[src/capture_compare_map.vh]
// Register map, field positions and mode codes of the capture/compare unit
// What this block does, and what software must do
// (RL1) Value word is two byte registers
// (RL2) Special event clears whole Timer1 count
// (RL3) Mode 0000 disables and resets unit
// (RL4) Capture modes select falling/rising/4th/16th edge
// (RL5) Compare 1000 sets, 1001 clears output
// (RL6) Compare 1010 sets flag, pin untouched
// (RL7) Compare 1011 resets Timer1, starts conversion
// (RL8) 11xx selects PWM with ten duty bits
// (RL9) Capture copies Timer1 count into value
// (RL10) Capture sets flag; only software clears
// (RL11) New capture overwrites unread earlier value
// (RL12) Capture watches pin level even when output
// (RL13) Software keeps Timer1 synchronous while capturing
// (RL14) Software masks enable around capture mode change
// (RL15) Prescaler cleared when off, non-capture, reset
// (RL16) Capture-to-capture change keeps prescaler count
// (RL17) Software writes zero before new prescale
// (RL18) Compare value continuously against Timer1 count
// (RL19) Special event never sets overflow flag
// (RL20) Zero control forces compare latch low
// (RL21) Pin synchronized; each edge counted once
`ifndef CAPTURE_COMPARE_MAP_VH
`define CAPTURE_COMPARE_MAP_VH

`define IDX_FLAGS 8'h0c
`define IDX_VALUE_LOW 8'h13
`define IDX_VALUE_HIGH 8'h14
`define IDX_CONTROL 8'h15
`define IDX_ENABLES 8'h8c

`define SEL_NONE 3'h0
`define SEL_FLAGS 3'h1
`define SEL_VALUE_LOW 3'h2
`define SEL_VALUE_HIGH 3'h3
`define SEL_CONTROL 3'h4
`define SEL_ENABLES 3'h5

`define FLAG_UNIT_BIT 5
`define FLAG_OVF_BIT 0
`define FLAGS_IMPL_MASK 8'h21
`define ENABLES_IMPL_MASK 8'hef
`define CONTROL_IMPL_MASK 8'h3f
`define CTRL_MODE_HI 3
`define CTRL_MODE_LO 0
`define CTRL_DUTY_HI 5
`define CTRL_DUTY_LO 4

`define MODE_OFF 4'h0
`define MODE_CAP_FALL 4'h4
`define MODE_CAP_RISE 4'h5
`define MODE_CAP_RISE4 4'h6
`define MODE_CAP_RISE16 4'h7
`define MODE_CMP_SET 4'h8
`define MODE_CMP_CLEAR 4'h9
`define MODE_CMP_SOFT 4'ha
`define MODE_CMP_SPECIAL 4'hb
`define MODE_GROUP_CAPTURE 2'h1
`define MODE_GROUP_COMPARE 2'h2
`define MODE_GROUP_PWM 2'h3

`define PRESCALE_LAST4 4'h3
`define PRESCALE_LAST16 4'hf
`define RESET_BYTE 8'h00
`define RESET_WORD 16'h0000
`define SYNC_STAGES 3

`endif

[src/pin_sync.v]
// Three-stage synchroniser with agreement filter for the event pin
`timescale 1ns/10ps
`include "capture_compare_map.vh"
module pin_sync (
  input wire core_clk,
  input wire srst,
  input wire pinIn,
  output reg pinLevel_q
);
  reg [`SYNC_STAGES-1:0] stage_q;
  wire [`SYNC_STAGES-1:0] chainIn;

  // Input of each stage, so no stage indexes below the chain
  assign chainIn = {stage_q[`SYNC_STAGES-2:0], pinIn};

  // Stage 0 feeds only stage 1; the filter looks at stages 1 and 2
  genvar i;
  generate
    for (i = 0; i < `SYNC_STAGES; i = i + 1) begin : chain
      always @(posedge core_clk) begin
        if (srst) begin
          stage_q[i] <= 1'b0;
        end else begin
          stage_q[i] <= chainIn[i];
        end
      end
    end
  endgenerate

  always @(posedge core_clk) begin
    if (srst) begin
      pinLevel_q <= 1'b0;
    end else if (stage_q[1] == stage_q[2]) begin
      pinLevel_q <= stage_q[2]; // RL21
    end
  end
endmodule

[src/capture_compare_unit.v]
// Capture/compare unit with APB register access
//
// Implementation choice: register access over APB.
`timescale 1ns/10ps
`include "capture_compare_map.vh"
module capture_compare_unit (
  input wire core_clk,
  input wire srst,
  input wire psel,
  input wire penable,
  input wire pwrite,
  input wire [11:0] paddr,
  input wire [31:0] pwdata,
  output reg [31:0] prdata,
  output reg pready,
  output reg pslverr,
  input wire sharedEventPin,
  input wire [15:0] counterValue,
  input wire counterOverflow,
  input wire converterEnabled,
  output reg compareOut_q,
  output reg counterClear_q,
  output reg conversionStart_q,
  output reg pwmSelect_q,
  output reg [9:0] dutyCycle_q
);
  reg [7:0] flags_q;
  reg [7:0] enables_q;
  reg [7:0] control_q;
  reg [7:0] valueLow_q;
  reg [7:0] valueHigh_q;
  reg [3:0] prescale_q;
  reg pinPrev_q;
  reg matchPrev_q;
  wire pinLevel;
  wire [3:0] mode;
  wire [1:0] modeGroup;
  wire isCapture;
  wire isCompare;
  wire riseEdge;
  wire fallEdge;
  wire [15:0] matchValueWord;
  wire matchNow;
  wire matchEvent;
  wire accessDone;
  wire writeDone;
  wire [2:0] sel;
  reg captureEvent;
  reg [3:0] prescale_d;

  // Decodes a byte address to a register select; unmapped gives none
  function [2:0] regSelect;
    input [11:0] addr;
    begin
      if (addr[1:0] != 2'b00 || addr[11:10] != 2'b00) begin
        regSelect = `SEL_NONE;
      end else begin
        case (addr[9:2])
          `IDX_FLAGS: regSelect = `SEL_FLAGS;
          `IDX_VALUE_LOW: regSelect = `SEL_VALUE_LOW;
          `IDX_VALUE_HIGH: regSelect = `SEL_VALUE_HIGH;
          `IDX_CONTROL: regSelect = `SEL_CONTROL;
          `IDX_ENABLES: regSelect = `SEL_ENABLES;
          default: regSelect = `SEL_NONE;
        endcase
      end
    end
  endfunction

  pin_sync u_pin_sync (
    .core_clk(core_clk),
    .srst(srst),
    .pinIn(sharedEventPin),
    .pinLevel_q(pinLevel)
  );

  assign mode = control_q[`CTRL_MODE_HI:`CTRL_MODE_LO];
  assign modeGroup = mode[3:2];
  assign isCapture = (modeGroup == `MODE_GROUP_CAPTURE);
  assign isCompare = (modeGroup == `MODE_GROUP_COMPARE);
  assign matchValueWord = {valueHigh_q, valueLow_q}; // RL1

  // Pin level is watched regardless of the port direction
  assign riseEdge = pinLevel & ~pinPrev_q; // RL12 RL21
  assign fallEdge = ~pinLevel & pinPrev_q; // RL12 RL21

  // Only the first cycle of equality counts, so a stalled counter
  // does not retrigger the action every clock
  assign matchNow = (matchValueWord == counterValue); // RL18
  assign matchEvent = isCompare & matchNow & ~matchPrev_q; // RL18

  assign sel = regSelect(paddr);
  assign accessDone = psel & penable & pready;
  assign writeDone = accessDone & pwrite & (sel != `SEL_NONE);

  // Event selection and prescaler; count survives capture-to-capture
  // changes because only leaving the capture group clears it
  always @* begin
    captureEvent = 1'b0;
    prescale_d = prescale_q;
    if (!isCapture) begin
      prescale_d = 4'h0; // RL15 RL3
    end else begin
      case (mode) // RL4 RL16
        `MODE_CAP_FALL: captureEvent = fallEdge;
        `MODE_CAP_RISE: captureEvent = riseEdge;
        `MODE_CAP_RISE4: begin
          if (riseEdge) begin
            if (prescale_q[1:0] == `PRESCALE_LAST4) begin
              captureEvent = 1'b1;
              prescale_d = 4'h0;
            end else begin
              prescale_d = prescale_q + 4'h1;
            end
          end
        end
        `MODE_CAP_RISE16: begin
          if (riseEdge) begin
            if (prescale_q == `PRESCALE_LAST16) begin
              captureEvent = 1'b1;
              prescale_d = 4'h0;
            end else begin
              prescale_d = prescale_q + 4'h1;
            end
          end
        end
        default: captureEvent = 1'b0;
      endcase
    end
  end

  always @(posedge core_clk) begin
    if (srst) begin
      prescale_q <= 4'h0; // RL15
      pinPrev_q <= 1'b0;
      matchPrev_q <= 1'b0;
    end else begin
      prescale_q <= prescale_d;
      pinPrev_q <= pinLevel;
      matchPrev_q <= isCompare & matchNow;
    end
  end

  // Control register; bits 7-6 are unimplemented and read zero
  always @(posedge core_clk) begin
    if (srst) begin
      control_q <= `RESET_BYTE;
    end else if (writeDone && sel == `SEL_CONTROL) begin
      control_q <= pwdata[7:0] & `CONTROL_IMPL_MASK;
    end
  end

  always @(posedge core_clk) begin
    if (srst) begin
      enables_q <= `RESET_BYTE;
    end else if (writeDone && sel == `SEL_ENABLES) begin
      enables_q <= pwdata[7:0] & `ENABLES_IMPL_MASK;
    end
  end

  // Value bytes: a capture takes priority over a software write in
  // the same cycle, and always overwrites an unread value
  always @(posedge core_clk) begin
    if (srst) begin
      valueLow_q <= `RESET_BYTE;
      valueHigh_q <= `RESET_BYTE;
    end else if (captureEvent) begin
      valueLow_q <= counterValue[7:0]; // RL9 RL11
      valueHigh_q <= counterValue[15:8]; // RL9 RL11
    end else if (writeDone) begin
      if (sel == `SEL_VALUE_LOW) begin
        valueLow_q <= pwdata[7:0];
      end
      if (sel == `SEL_VALUE_HIGH) begin
        valueHigh_q <= pwdata[7:0];
      end
    end
  end

  // Flags: software clears by writing zero, hardware set wins
  always @(posedge core_clk) begin
    if (srst) begin
      flags_q <= `RESET_BYTE;
    end else begin
      if (writeDone && sel == `SEL_FLAGS) begin
        flags_q <= pwdata[7:0] & `FLAGS_IMPL_MASK;
      end
      if (captureEvent) begin
        flags_q[`FLAG_UNIT_BIT] <= 1'b1; // RL10
      end
      if (matchEvent) begin
        flags_q[`FLAG_UNIT_BIT] <= 1'b1; // RL5 RL6 RL7
      end
      // The special event clear is not an overflow
      if (counterOverflow) begin
        flags_q[`FLAG_OVF_BIT] <= 1'b1; // RL19
      end
    end
  end

  // Compare output latch
  always @(posedge core_clk) begin
    if (srst) begin
      compareOut_q <= 1'b0;
    end else if (mode == `MODE_OFF) begin
      compareOut_q <= 1'b0; // RL20 RL3
    end else if (matchEvent) begin
      case (mode)
        `MODE_CMP_SET: compareOut_q <= 1'b1; // RL5
        `MODE_CMP_CLEAR: compareOut_q <= 1'b0; // RL5
        default: compareOut_q <= compareOut_q; // RL6 RL7
      endcase
    end
  end

  // Special event: one-cycle pulses to the counter and converter
  always @(posedge core_clk) begin
    if (srst) begin
      counterClear_q <= 1'b0;
      conversionStart_q <= 1'b0;
    end else begin
      counterClear_q <= matchEvent & (mode == `MODE_CMP_SPECIAL); // RL2 RL7
      conversionStart_q <= matchEvent & (mode == `MODE_CMP_SPECIAL) &
        converterEnabled; // RL7
    end
  end

  // PWM selection and duty word; the period machinery sits elsewhere
  always @(posedge core_clk) begin
    if (srst) begin
      pwmSelect_q <= 1'b0;
      dutyCycle_q <= 10'h000;
    end else begin
      pwmSelect_q <= (modeGroup == `MODE_GROUP_PWM); // RL8
      dutyCycle_q <= {valueLow_q,
        control_q[`CTRL_DUTY_HI:`CTRL_DUTY_LO]}; // RL8
    end
  end

  // APB slave: one wait state, so every access takes three cycles
  always @(posedge core_clk) begin
    if (srst) begin
      pready <= 1'b0;
      pslverr <= 1'b0;
      prdata <= 32'h00000000;
    end else if (psel && penable && !pready) begin
      pready <= 1'b1;
      pslverr <= (sel == `SEL_NONE);
      prdata <= 32'h00000000;
      if (!pwrite) begin
        case (sel)
          `SEL_FLAGS: prdata[7:0] <= flags_q;
          `SEL_VALUE_LOW: prdata[7:0] <= valueLow_q;
          `SEL_VALUE_HIGH: prdata[7:0] <= valueHigh_q;
          `SEL_CONTROL: prdata[7:0] <= control_q;
          `SEL_ENABLES: prdata[7:0] <= enables_q;
          default: prdata <= 32'h00000000;
        endcase
      end
    end else begin
      pready <= 1'b0;
      pslverr <= 1'b0;
    end
  end
endmodule

[config.mk]
export PLATFORM = sky130hd
export DESIGN_NAME = capture_compare_unit
export DESIGN_NICKNAME = d
export VERILOG_FILES = /design/src/pin_sync.v /design/src/capture_compare_unit.v
export VERILOG_INCLUDE_DIRS = /design/src
export SDC_FILE = /design/constraint.sdc
export NUM_CORES = 1
export LEC_CHECK = 0
export BUFFER_PORTS_ARGS = -buffer_cell sky130_fd_sc_hd__buf_4
export CAP_MARGIN = 10
export CORE_AREA = 2 2 84 86
export CTS_CLUSTER_SIZE = 30
export DETAILED_ROUTE_END_ITERATION = 10
export DIE_AREA = 0 0 86 88
export PLACE_DENSITY = 0.79
export SLEW_MARGIN = 20
export SYNTH_ARGS = -nofsm -noshare
export SYNTH_HDL_FRONTEND = slang
export SYNTH_SLANG_ARGS = --single-unit
[constraint.sdc]
create_clock -name core_clk -period 3.5 [get_ports core_clk]
set_input_delay 0.7 -clock core_clk [delete_from_list [all_inputs] [get_ports core_clk]]
set_output_delay 0.7 -clock core_clk [all_outputs]
set_load 0.05 [all_outputs]
==> impl_results.md <==
- Commonest non-fill, non-tap cells in the layout: buf_4 (74), dfxtp_1 (65), nor2_1 (47), mux2i_1 (41), conb_1 (24)
- Number of synthesized register bits: 65
- Critical path startpoint category: input port
- Clock buffer count from CTS: 9
- Sw Share: 0.2699
- Largest stage delay, worst path: 0.81 ns
- Endpoints failing setup: 0
- Port Buf Inserts: 67
- Total number of nets in the final design: 483
- Die ar.: 7568 um^2
- Die H: 88 um
- Average footprint of a synthesized cell: 9.544 um^2
- Static leakage power: 1.653 nW
- Outcome: completed
- Worst slack, placed: 0.6171 ns
- Startpoint-to-endpoint class of the critical path: in2reg
- Share of async-settable or async-resettable flops after synthesis: 0
- Final cycle utilization of the critical path: 0.7379
- Pin slew with the least headroom to its limit: 1.146 ns
- H-tree lvl count: 3
- Maximum fanout encountered on the critical timing path: 8
- Clock latency on the worst-skew pair: 0.34 ns
- Floorplan Core Area: 6644 um^2
- Worst-path clk slew: 0.07 ns
- Number of rows created at floorplan: 30
- Maximum clock skew at final layout: 0.009721 ns
- Cell area power density: 387.6 nW/um^2
- Fin. Hold Viols: 0
- Clock tree from TritonCTS: yes
- Routed WL: 7671 um
- Number of maximum-capacitance violations: 0
- Global-route wire length before repair: 12,360 um
- Worst setup margin: 0.9172 ns
- Post-synth EDFFs: 0
- Switching power of the nets: 0.0004141 W
- Number of antenna violations at the first check in global routing: 0
- Mapped Cells: 341
- Number of violations reported at the end of detailed-routing iteration 0: 129
- 1st-pass router iterations: 4
- # resized after CTS: 0
- Hold WC Path Type: reg2reg
- Part of the power in combinational logic: 0.106
- Total via count after detailed routing: 2,724
- Pin count of the biggest net entering global routing: 59
- Total track usage: 0.2122
- Total half-perimeter wirelength after legalization and detailed placement: 5493 um
- Routed length per instance: 15.40 um
- Final period demand of the worst path: 2.583 ns
- Sum of overflow across all layers after global routing: 0
- Sort of element at the end of the critical path: register
- Ys Warns: 0
- Starting utilization of the core area: 0.4898
- Mean number of vias per cell: 5.470
- Top FF cell, synth: dfxtp_1
- Post-synthesis sequential area ratio: 0.3998
- Reg2Reg Setup Slack: 1.23 ns
- # Post-CTS Setup Buffers: 0
- Antenna Cells: 0
- Number of buffers on the longest clock path: 2
- Sink count of the clock tree: 65
- Share of total power in sequential cells: 0.486
- Post-route DRC violation count: 0
- RD Place Congestion: 0.8584
- Max-slew violation count: 0
- Layout cell share with drive strength beyond 1: 0.2392
- Mapped Area: 3254 um^2
- Count of nets left with antenna violations after detail routing: 0
- Part of the power in the clock network: 0.408
- Hold-fix buffers at CTS: 0
- Layout overhead on the synthesized area: 21.65%
- Endpoint arrival time on the critical path: 2.83 ns
- Largest voltage drop on the vdd net: 0.2283 mV
- Die span in x: 86 um
- Internal: 0.001120 W
- Fin Hold WS: 0.4435 ns
- Max Freq: 0.3872 GHz
- Most common library cell in the layout ignoring fill and taps: buf_4
- Required time at the worst-slack endpoint: 3.75 ns
- Unrepaired setup endpoints after global routing: false
- I/O Pins: 116
- Worst rel slew slack: 0.2298
- Worst path slowest cell: nor3_2
- Vias in the first global route: 2,559
- Clock tree root buffer cell: clkbuf_8
- Crit-path cells: buf_4 -> nor4_1 -> o2111ai_1 -> nor3_2 -> mux2i_1 -> a211oi_1
- Setup TNS: 0 ns
- Count of different cell masters after synthesis: 55
- Total Power Consumption: 0.001535 W
## Yosys cell counts, drive strengths merged (2+ instances only)
master | number | area [um^2]
dfxtp | 65 | 1301
nor2 | 47 | 176.4
mux2i | 41 | 410.4
buf | 28 | 202.7
a211oi | 18 | 140.1
nor2b | 14 | 87.58
xor2 | 13 | 113.9
a21oi | 9 | 45.04
clkbuf | 8 | 30.03
nand2 | 8 | 30.03
a22o | 6 | 52.55
inv | 6 | 22.52
nor3 | 6 | 46.30
nor4 | 6 | 43.79
nand3 | 5 | 25.02
o211ai | 5 | 37.54
xnor2 | 5 | 43.79
o21ai | 4 | 20.02
a2111oi | 3 | 63.81
a31oi | 3 | 18.77
and2 | 3 | 18.77
and3b | 3 | 26.28
nand4 | 3 | 18.77
o22ai | 3 | 18.77
ha | 2 | 25.02
nand2b | 2 | 12.51
nor3b | 2 | 15.01
nor4b | 2 | 17.52
o2111ai | 2 | 17.52
or4 | 2 | 18.77
## critical path, delay by kind of cell
kind / cells / cell delay [ns]
AOI/OAI and AO/OA: 2 / 0.55
buffers and inverters: 1 / 0.11
muxes: 1 / 0.16
and+or+nand+nor: 2 / 1.30
## layer usage
layer / global-route usage / up-vias / routed length [um]
met5: 0 / - / 0
met3: 0.04053 / 18 / 490
met2: 0.3256 / 90 / 3530
li1: - / 1338 / -
met1: 0.2804 / 1278 / 3447
met4: 0.1212 / 0 / 203
## worst paths after layout
| check | from | to | depth (start not counted) |
|---|---|---|---|
| setup / recovery | paddr[1] | valueLow_q[7] | 6 |
| hold / removal | u_pin_sync.chainIn[1] | u_pin_sync.chainIn[2] | 1 |
| setup reg to reg | pready | control_q[0] | 4 |
| hold reg to reg | u_pin_sync.chainIn[1] | u_pin_sync.chainIn[2] | 1 |
## per-stage QoR
step                        util  std cells  area [um^2]
final                     0.5959        498         3959
after global routing      0.5959        498         3959
after CTS                 0.5959        498         3959
after detailed placement  0.5665        482         3764
after global placement    0.5665        482         3764
after floorplan                -        364         3341
## cell type report
class / instances / area (um^2)
Fill cell: 576 / 2685
Multi-Input combinational cell: 257 / 1784
Sequential cell: 65 / 1301
Timing Repair Buffer: 74 / 555.5
Clock buffer: 9 / 123.9
Tap cell: 80 / 100.1
Clock inverter: 7 / 71.32
Inverter: 6 / 22.52
## cells by family (layout without fill, tap and decap cells)
group	after synthesis	in the layout	synth area share
DFF	65	65	0.3998
muxes	42	42	0.1296
adders and majority gates	2	2	0.007688
AOI/OAI and AO/OA	60	60	0.1484
other	1	24	0.001152
buffers and inverters	42	96	0.07843
and+or+nand+nor	111	111	0.1865
xor gates and xnor gates	18	18	0.04844
## flip-flops by register name (all words and copies together), names as in the netlist
name and count:
u_pin_sync.stage_q 1, pwmSelect_q 1, conversionStart_q 1, control_q 6, valueHigh_q 8, dutyCycle_q 10
pslverr 1, u_pin_sync.pinLevel_q 1, flags_q 2, matchPrev_q 1, valueLow_q 8, pinPrev_q 1
counterClear_q 1, prdata 8, u_pin_sync.chainIn 2, compareOut_q 1, pready 1, prescale_q 4
enables_q 7
## power by group through the flow
stage               combinational, W  clock (W)  sequential [W]
floorplan                   0.000112          0        0.000769
global placement            0.000159          0        0.000762
detailed placement          0.000161          0        0.000763
CTS                         0.000162   0.000638        0.000746
global route                0.000173   0.000677        0.000746
finish                      0.000162   0.000627        0.000746
No activity file was read; power rests on OpenSTA's default activity.
